File: src/logic/pbl_pkg.sv
package pbl_pkg;

  // Clock rate and time base
  localparam int CLOCK_HZ = 10_000_000;
  localparam int TICK_US = 1000;
  localparam int TICK_CYCLES_DEF = CLOCK_HZ / 1_000_000 * TICK_US;

  // Interval figures in milliseconds and pulse-width factors
  localparam int DEBOUNCE_MS = 50;
  localparam int LONG_PRESS_MS = 8000;
  localparam int EVENT_MS = 32;
  localparam int EXT_FACTOR = 4;
  localparam int LOCK_FACTOR = 2;

  // Counter widths
  localparam int TICK_W = 16;
  localparam int PRESS_W = 16;
  localparam int PULSE_W = 8;

  // Interval figures as tick counts
  localparam int MS_PER_TICK = TICK_US / 1000;
  localparam logic [PRESS_W-1:0] DEBOUNCE_TICKS =
    PRESS_W'(DEBOUNCE_MS / MS_PER_TICK);
  localparam int LONG_TICKS_DEF = LONG_PRESS_MS / MS_PER_TICK;
  localparam logic [PULSE_W-1:0] EVENT_TICKS =
    PULSE_W'(EVENT_MS / MS_PER_TICK);
  localparam logic [PULSE_W-1:0] EXT_TICKS =
    PULSE_W'(EXT_FACTOR * EVENT_MS / MS_PER_TICK);
  localparam logic [PULSE_W-1:0] LOCK_TICKS =
    PULSE_W'(LOCK_FACTOR * EVENT_MS / MS_PER_TICK);

  localparam logic [TICK_W-1:0] TICK_ONE = 16'h0001;
  localparam logic [PRESS_W-1:0] PRESS_ONE = 16'h0001;
  localparam logic [PULSE_W-1:0] PULSE_ONE = 8'h01;

  typedef enum logic [1:0] {
    PBL_IDLE,
    PBL_DEBOUNCE,
    PBL_HELD,
    PBL_DONE
  } pbl_state_t;

endpackage : pbl_pkg

File: src/logic/pbl_onoff_latch.sv
// Functional notes
// - The power enable rises once the button has been held low for the whole debounce interval.
// - Each debounced closure starts one active-low event pulse of the nominal width.
// - A closure lasting past the long-press interval gives a longer event pulse.
// - In the clearing variant a long press drops the power enable, shorter presses leave it set.
// - In the holding variant the power enable stays set however long the press lasts.
// - Outside the lockout, pulling the force-off input low drops the power enable at once, with no clock edge.
// - A force-off while the power enable is already low leaves it low.
// - The event pin is open-drain, driven low only during a pulse and released otherwise.
// - The power enable is an active-high level held between button and force-off events.
// - The button input is active low and an open, pulled-up button reads as released.
// - For twice the nominal pulse width after the power enable rises, force-off is ignored.
// - The extended event pulse lasts four times the nominal pulse width.
// - Holding on past the extended pulse gives no further pulse until release and a new press.
// - Force-off has no effect on the event pin and a running pulse carries on.
`timescale 1ns/1ns
module pbl_onoff_latch
  import pbl_pkg::*;
#(
  parameter int TICK_CYCLES = TICK_CYCLES_DEF,
  parameter int LONG_TICKS = LONG_TICKS_DEF,
  parameter bit CLEAR_ON_LONG = 1'b1
) (
  input wire logic i_clock,
  input wire logic i_rst_n,
  input wire logic i_button_n,
  input wire logic i_force_off_n,
  input wire logic i_event_in,
  output logic o_event_out,
  output logic o_event_oe_n,
  output logic o_power_en
);

  localparam logic [TICK_W-1:0] TICK_LAST = TICK_W'(TICK_CYCLES - 1);
  localparam logic [PRESS_W-1:0] LONG_LAST = PRESS_W'(LONG_TICKS);

  function automatic logic reached(input logic [PRESS_W-1:0] cnt,
                                   input logic [PRESS_W-1:0] lim);
    reached = (cnt == lim);
  endfunction : reached

  logic [TICK_W-1:0] tick_cnt_r;
  logic tick;
  logic pressed;
  pbl_state_t state_r;
  logic [PRESS_W-1:0] press_cnt_r;
  logic accept_evt;
  logic long_evt;
  logic latch_r;
  logic lockout_r;
  logic [PULSE_W-1:0] lock_cnt_r;
  logic clr_gate_n;
  logic pulse_active_r;
  logic [PULSE_W-1:0] pulse_len_r;
  logic [PULSE_W-1:0] pulse_cnt_r;

  always_ff @(posedge i_clock) begin
    if (!i_rst_n) begin
      tick_cnt_r <= '0;
    end else if (tick_cnt_r == TICK_LAST) begin
      tick_cnt_r <= '0;
    end else begin
      tick_cnt_r <= tick_cnt_r + TICK_ONE;
    end
  end

  assign tick = (tick_cnt_r == TICK_LAST);

  assign pressed = ~i_button_n;

  // Counter keeps running from press start, so long press includes debounce
  always_ff @(posedge i_clock) begin
    if (!i_rst_n) begin
      state_r <= PBL_IDLE;
      press_cnt_r <= '0;
    end else begin
      case (state_r)
        PBL_IDLE: begin
          press_cnt_r <= '0;
          if (pressed) begin
            state_r <= PBL_DEBOUNCE;
          end
        end
        PBL_DEBOUNCE: begin
          if (!pressed) begin
            state_r <= PBL_IDLE;
            press_cnt_r <= '0;
          end else if (tick) begin
            if (reached(press_cnt_r, DEBOUNCE_TICKS)) begin
              state_r <= PBL_HELD;
            end
            press_cnt_r <= press_cnt_r + PRESS_ONE;
          end
        end
        PBL_HELD: begin
          if (!pressed) begin
            state_r <= PBL_IDLE;
          end else if (tick) begin
            if (reached(press_cnt_r, LONG_LAST)) begin
              state_r <= PBL_DONE;
            end
            press_cnt_r <= press_cnt_r + PRESS_ONE;
          end
        end
        PBL_DONE: begin
          if (!pressed) begin
            state_r <= PBL_IDLE;
          end
        end
        default: begin
          state_r <= PBL_IDLE;
        end
      endcase
    end
  end

  // Firing on the tick after the count is met gives at least a full interval
  assign accept_evt = (state_r == PBL_DEBOUNCE) && pressed && tick &&
                      reached(press_cnt_r, DEBOUNCE_TICKS);
  assign long_evt = (state_r == PBL_HELD) && pressed && tick &&
                    reached(press_cnt_r, LONG_LAST);

  always_ff @(posedge i_clock) begin
    if (!i_rst_n) begin
      lockout_r <= 1'b0;
      lock_cnt_r <= '0;
    end else if (accept_evt && !latch_r) begin
      lockout_r <= 1'b1;
      lock_cnt_r <= '0;
    end else if (lockout_r && tick) begin
      if (lock_cnt_r == LOCK_TICKS) begin
        lockout_r <= 1'b0;
      end
      lock_cnt_r <= lock_cnt_r + PULSE_ONE;
    end
  end

  // Gate is force-off ORed with the lockout flop, so lockout masks the clear
  assign clr_gate_n = i_force_off_n | lockout_r;

  always_ff @(posedge i_clock or negedge clr_gate_n) begin
    if (!clr_gate_n) begin
      latch_r <= 1'b0;
    end else if (!i_rst_n) begin
      latch_r <= 1'b0;
    end else if (accept_evt) begin
      latch_r <= 1'b1;
    end else if (long_evt && CLEAR_ON_LONG) begin
      latch_r <= 1'b0;
    end
  end

  assign o_power_en = latch_r;

  always_ff @(posedge i_clock) begin
    if (!i_rst_n) begin
      pulse_active_r <= 1'b0;
      pulse_len_r <= EVENT_TICKS;
      pulse_cnt_r <= '0;
    end else if (long_evt) begin
      pulse_active_r <= 1'b1;
      pulse_len_r <= EXT_TICKS;
      pulse_cnt_r <= '0;
    end else if (accept_evt) begin
      pulse_active_r <= 1'b1;
      pulse_len_r <= EVENT_TICKS;
      pulse_cnt_r <= '0;
    end else if (pulse_active_r && tick) begin
      if (pulse_cnt_r == pulse_len_r) begin
        pulse_active_r <= 1'b0;
      end
      pulse_cnt_r <= pulse_cnt_r + PULSE_ONE;
    end
  end

  assign o_event_out = 1'b0;
  assign o_event_oe_n = ~pulse_active_r;
endmodule : pbl_onoff_latch

File: config.mk
export PLATFORM = sky130hd
export DESIGN_NAME = pbl_onoff_latch
export DESIGN_NICKNAME = d
export VERILOG_FILES = /design/src/logic/pbl_pkg.sv /design/src/logic/pbl_onoff_latch.sv
export SDC_FILE = /design/constraint.sdc
export NUM_CORES = 1
export LEC_CHECK = 0
export BUFFER_PORTS_ARGS = -buffer_cell sky130_fd_sc_hd__buf_4
export CORE_ASPECT_RATIO = 1.75
export CORE_MARGIN = 1
export CORE_UTILIZATION = 40
export CTS_CLUSTER_DIAMETER = 30
export DETAILED_ROUTE_END_ITERATION = 6
export GPL_ROUTABILITY_DRIVEN = 0
export PLACE_DENSITY_LB_ADDON = 0.15
export SLEW_MARGIN = 15
export SYNTH_ARGS = -nofsm -noshare
export SYNTH_HDL_FRONTEND = slang
export SYNTH_SLANG_ARGS = --single-unit
File: constraint.sdc
create_clock -name i_clock -period 0.8 [get_ports i_clock]
set_input_delay 0.04 -clock i_clock [delete_from_list [all_inputs] [get_ports i_clock]]
set_output_delay 0.04 -clock i_clock [all_outputs]
set_load 0.01 [all_outputs]
==> metrics, run 1 <==
status=finished with violations; failing checks=negative setup slack; grt total ovfl=0; DP HPWL=5.09 mm; count of final setup violators=57; initial antenna violation count=0; hold path endpoint=pulse_len_r[5]$_SDFFE_PN1P_; TritonCTS clock tree=done; CP most frequent cell=o41a_1; period utilization=269%; reg2reg end=state_r[0]$_SDFFE_PN0P_; Leak=1.79 nW; DR WL/cell=~14 um; Async SR Flop Fraction=1.82%; r2r setup slk=-1.35 ns; Crit path arrival time=2.34 ns; vias in the first global route=~2800; Power Density=1360 nW/um^2; Port Buffers=5; drt initial violations=124; I/O Pins=8; cell depth of the worst setup path=7; placed cells=499; Row Count=40; die width=65.7 um; CTS clk-pin slew, worst paths=0.07 ns; CTS max path bufs=2; Residual DRC=0; maxcap violations=0; leading area contributor after synthesis=dfxtp_1; nets=457; Avg Synthesized Cell Area=8.54 um^2; Yosys reg bits=55; GR Util All Layers=21.5%; DIE AREA=around 7500 um^2; Non-Filler Instances=524; Peak Freq=0.465 GHz; slowest stage cell, crit path=or4b_4; max-slew violations=0; Worst Hold Class=input pin to register; Min-Delay Startpoint=i_rst_n; vias per inst=5.21; Synth Net Count=approximately 350; number of synthesized flops with an enable pin=0; Crit path largest cell delay=0.47 ns; antenna-violating nets left=0; first-pass GRT wire length=~12 mm; CTS H-tree lvls=2; yosys warns=0; Starting Density=between 40% and 50%; main area contributors after synthesis=dfxtp_1, xor2_1, nor2_1, xnor2_1, ha_1; TritonCTS Buffers=5; Layout Area Growth over Synthesis=55.6%; largest net degree at the start of global routing=18; layout cells sized above 1=between 40% and 50%; final hold violation count=0; worst r2r path cells=7; ANT cells=0; crit end category=register; PnR worst setup slack=-1.35 ns; hold path cells=2; share of the synthesized area in the top cell type=38.0%; Crit Path Max Fanout=2; Place WS=-1.28 ns; critical path class=register to register; Skew-Pair Late Insertion Delay=0.29 ns; CP delay by family, top=compound AO/OA/AOI/OAI gates; ys flop type=dfxtp_1; Pre-Repair DR Iteration Count=4; final wirelength=roughly 7.4 mm; Worst EP required=0.98 ns; crit path buf inv count=1; CP Launch Type=register; synth cell count leaders=dfxtp_1, nor2_1, nand2_1, xor2_1; most common cell in the netlist=dfxtp_1; Finished Core Util=64.5%; CTS Sinks=55; Syn Inst Count=333; Synth cell types=44; clock root buffer=clkbuf_16; worst path cell trace=inv_2 > ha_4 > or4b_4 > o41a_1 > o41a_1 > o31a_1 > o21a_1; Worst Clk Skew=0.00474 ns; RSZ-0062 raised after global routing=yes; die height=114 um; via count=around 2700; core area=about 7000 um^2; post-synthesis sequential area ratio=38.9%; peak supply drop=between 1 and 1.5 mV; FF-to-FF Start=press_cnt_r[0]$_SDFFE_PN0P_; Final min period=~2.2 ns; Mapped Area=around 2800 um^2
registers in the layout, summed over array words and instances, names as in the netlist:
register and cells:
press_cnt_r 16, tick_cnt_r 16, lock_cnt_r 8, pulse_cnt_r 8, pulse_len_r 2, state_r 2, lockout_r 1, o_power_en 1
pulse_active_r 1
per-layer routing:
| layer | GRT usage, % | vias up | routed length, um |
|---|---|---|---|
| met5 | 0 | - | 0 |
| met4 | 7.68 | 0 | 112 |
| met3 | 3.50 | 10 | 117 |
| met2 | 41.8 | 27 | 4290 |
| met1 | 22.0 | 1318 | 2880 |
| li1 | - | 1376 | - |
worst max-delay path by stage:
| stage | start | to |
|---|---|---|
| finish | press_cnt_r[0]$_SDFFE_PN0P_ | state_r[0]$_SDFFE_PN0P_ |
| floorplan | press_cnt_r[2]$_SDFFE_PN0P_ | state_r[0]$_SDFFE_PN0P_ |
| CTS | press_cnt_r[0]$_SDFFE_PN0P_ | state_r[0]$_SDFFE_PN0P_ |
| global placement | press_cnt_r[0]$_SDFFE_PN0P_ | state_r[0]$_SDFFE_PN0P_ |
| detailed placement | press_cnt_r[0]$_SDFFE_PN0P_ | state_r[0]$_SDFFE_PN0P_ |
| global route | press_cnt_r[1]$_SDFFE_PN0P_ | state_r[0]$_SDFFE_PN0P_ |
cells in the final DEF (no fill, tap or decap), types with 3 or more instances in the layout:
cell       instances
nor2_2             6
buf_6             16
inv_2              3
and3_1             6
ha_1               8
dfxtp_1           38
xnor2_1           15
buf_4             90
nand4_1           19
dfxtp_4            3
a21oi_1            6
nor3_4             4
xnor2_2            4
ha_4               5
nor4_1             5
nand3_1           13
xor2_1            22
dfxtp_2           13
o21ai_2            3
nor3_1             3
o21ai_0            5
clkbuf_16          5
o21a_1             3
or3_1              4
nand2_1           20
nor2_1            41
and4_1             5
inv_1             11
and2_1             7
per-stage QoR:
step / power (mW) / cell area [um^2] / setup TNS [ns] / hold WS (ns)
finish: 6.00 / 4420 / -52.62 / 0.0753
detailed placement: 3.23 / 3770 / -56.50 / -0.0942
global route: 6.22 / 4420 / -58.19 / 0.0862
global placement: 3.22 / 3770 / -55.59 / -0.0876
floorplan: 3.09 / 3080 / -46.24 / -0.185
CTS: 6.06 / 4260 / -50.64 / 0.0677
repair_timing:
| item | in CTS | in global routing |
|---|---|---|
| setup buffers | 10 | 6 |
| hold endpoints to repair | 1 | 0 |
| gates cloned | 2 | 0 |
| pin swaps | 15 | 12 |
| resized for setup | 45 | 36 |
| endpoints found under the setup margin | 57 | 57 |
| hold buffers | 1 | 0 |
where the power goes:
group | switching [mW] | internal, mW
combinational | 0.202 | 0.206
sequential | 0.0319 | 2.76
clock | 1.00 | 1.80
worst reg2reg max path, stage by stage, from the launching register on:
cell and delay [ns]:
dfxtp_2 0.32, inv_2 0.07, ha_4 0.12, or4b_4 0.47, o41a_1 0.33, o41a_1 0.35
o31a_1 0.27, o21a_1 0.11
cell families after synthesis:
logic type / synth area share (%)
simple gates: 31.2
flops: 38.9
xor+xnor: 12.6
compound gates: 7.13
buf+inv: 3.96
fa+ha+maj: 5.72
other cells: 0.132
mux: 0.352
layout make-up:
type	count	area (um^2)
clock buffers	5	125
clock inverters	3	66.3
fillers	563	2430
inverters	15	58.8
multi-input cells	252	2010
flip-flops and latches	55	1130
well taps	84	105
repair buffers	110	921
No activity file was read; power rests on OpenSTA's default activity.
==> inputs of run 2 (changes only) <==
clock period = 1.9 ns   (was 0.8 ns; I/O delays follow)
==> run 2 against run 1 <==
  * The flow still finishes with violations (negative setup slack)
  * Non-clock buffer count fell by 58
  * Critical path depth stayed put
  * Sequential share of layout area increased by 5.4 points
  * Global-route usage shrank 2.2 points
  * Clock-buffer cell count increased by 2
  * Critical path type unchanged
  * Largest power group is now registers
  * Highest routed layer unchanged
==> metrics, run 2 (synthesized netlist as in run 1, its figures left out) <==
status=finished with violations; failing checks=negative setup slack; clock root buffer=clkbuf_16; reg2reg end=state_r[0]$_SDFFE_PN0P_; Min-Delay Startpoint=i_rst_n; period utilization=109%; placed cells=452; Port Buffers=5; setup TNS=-0.416 ns; TritonCTS clock tree=done; CP most frequent cell=o41a_1; Leak=1.35 nW; Residual DRC=0; worst r2r path cells=7; layout cells sized above 1=20.7%; RSZ-0062 raised after global routing=yes; critical path class=register to register; Crit path arrival time=2.26 ns; r2r setup slk=-0.17 ns; Place WS=-0.204 ns; count of final setup violators=9; first-pass GRT wire length=11.1 mm; peak supply drop=0.523 mV; CP Launch Type=register; Skew-Pair Late Insertion Delay=0.29 ns; Final Power=between 2 and 2.5 mW; max-slew violations=0; CTS H-tree lvls=2; Pre-Repair DR Iteration Count=4; ANT cells=0; die width=65.7 um; Crit Path Max Fanout=2; CTS Sinks=55; most frequent cells in the layout=dfxtp_1, buf_4, nor2_1; die height=114 um; Worst Hold Class=input pin to register; hold path cells=2; DIE AREA=7460 um^2; Worst Clk Skew=~0.0048 ns; Row Count=40; largest net degree at the start of global routing=19; Largest regs=press_cnt_r x16, tick_cnt_r x16; Worst EP required=approximately 2.1 ns; CTS clk-pin slew, worst paths=around 0.070 ns; Crit path largest cell delay=roughly 0.45 ns; vias per inst=roughly 5.3; Non-Filler Instances=between 400 and 500; Layout Area Growth over Synthesis=25.9%; most common cell after layout, fill and taps aside=dfxtp_1; nets=a little under 400; Peak Freq=0.483 GHz; via count=2461; final hold violation count=0; Power Density=approximately 650 nW/um^2; grt total ovfl=0; DP HPWL=approximately 4.7 mm; TritonCTS Buffers=5; Final min period=approximately 2.1 ns; vias in the first global route=2446; maxcap violations=0; I/O Pins=8; Starting Density=41.5%; DR WL/cell=14.2 um; initial antenna violation count=0; slowest stage cell, crit path=or4b_4; worst path cell trace=inv_2 > ha_1 > or4b_4 > o41a_1 > o41a_1 > o31a_1 > o21a_1; GR Util All Layers=around a fifth; drt initial violations=110; PnR worst setup slack=-0.171 ns; hold path endpoint=pulse_len_r[5]$_SDFFE_PN1P_; crit end category=register; CTS max path bufs=2; Finished Core Util=between 50 and 60%; core area=6860 um^2; antenna-violating nets left=0; final wirelength=6.58 mm; FF-to-FF Start=press_cnt_r[0]$_SDFFE_PN0P_
run 2: cell types whose count changed in the layout (fill, tap and decap cells not counted), moves of 3 or more:
cell / previous run / this run
buf_6: 16 / 1
xnor2_2: 4 / 0
nor2_1: 41 / 48
ha_1: 8 / 12
nor3_1: 3 / 7
nor3_4: 4 / 0
buf_4: 90 / 49
dfxtp_1: 38 / 51
ha_4: 5 / 0
dfxtp_2: 13 / 3
xnor2_1: 15 / 19
nor2_2: 6 / 0
dfxtp_4: 3 / 0
inv_1: 11 / 14
run 2: worst max path at each step:
stage / start / end / cells past startpoint
finish: press_cnt_r[0]$_SDFFE_PN0P_ / state_r[0]$_SDFFE_PN0P_ / 7
detailed placement: press_cnt_r[4]$_SDFFE_PN0P_ / state_r[0]$_SDFFE_PN0P_ / 5
CTS: press_cnt_r[0]$_SDFFE_PN0P_ / state_r[0]$_SDFFE_PN0P_ / 7
global placement: press_cnt_r[6]$_SDFFE_PN0P_ / state_r[0]$_SDFFE_PN0P_ / 5
global route: press_cnt_r[0]$_SDFFE_PN0P_ / state_r[1]$_SDFFE_PN0P_ / 7
floorplan: press_cnt_r[2]$_SDFFE_PN0P_ / state_r[0]$_SDFFE_PN0P_ / 6
run 2: layout make-up:
type / instances / area (um^2)
clock buffers: 7 / 133
clock inverters: 1 / 30.0
fillers: 643 / 3280
inverters: 15 / 56.3
multi-input cells: 251 / 1740
flip-flops and latches: 55 / 1110
well taps: 84 / 105
repair buffers: 52 / 409
run 2: critical path, delay by kind of cell (launching register included):
kind,cells,cell delay [ns]
compound gates,4,1.01
simple gates,1,0.45
flops,1,0.32
fa+ha+maj,1,0.13
buf+inv,1,0.05
run 2: where the power goes:
group          internal (mW)  switching, mW
sequential              1.16         0.0101
combinational         0.0589         0.0656
clock                  0.624          0.418
total                   1.85          0.493
run 2: what timing repair did:
item | in CTS | in global routing
buffers inserted | 2 | 2
pin swaps | 1 | 1
cloned | 0 | 0
endpoints found under the hold margin | 1 | 0
hold buffers | 1 | 0
setup endpoints to repair | 24 | 30
resized for setup | 10 | 11
run 2: metal layers:
metal | up-vias | part of all wire (%) | track usage (%)
met3 | 5 | 1.3 | 3.60
met4 | 0 | 1.4 | 6.96
li1 | 1258 | - | -
met5 | - | 0 | 0
met2 | 14 | 58 | 37.3
met1 | 1184 | 40 | 19.6
run 2: per-stage QoR:
step	cell area, um^2	hold slack [ns]
after floorplan	2860	-0.130
after global placement	3270	-0.0462
after detailed placement	3270	-0.0417
after CTS	3500	0.0636
after global routing	3580	0.0773
final	3580	0.0715
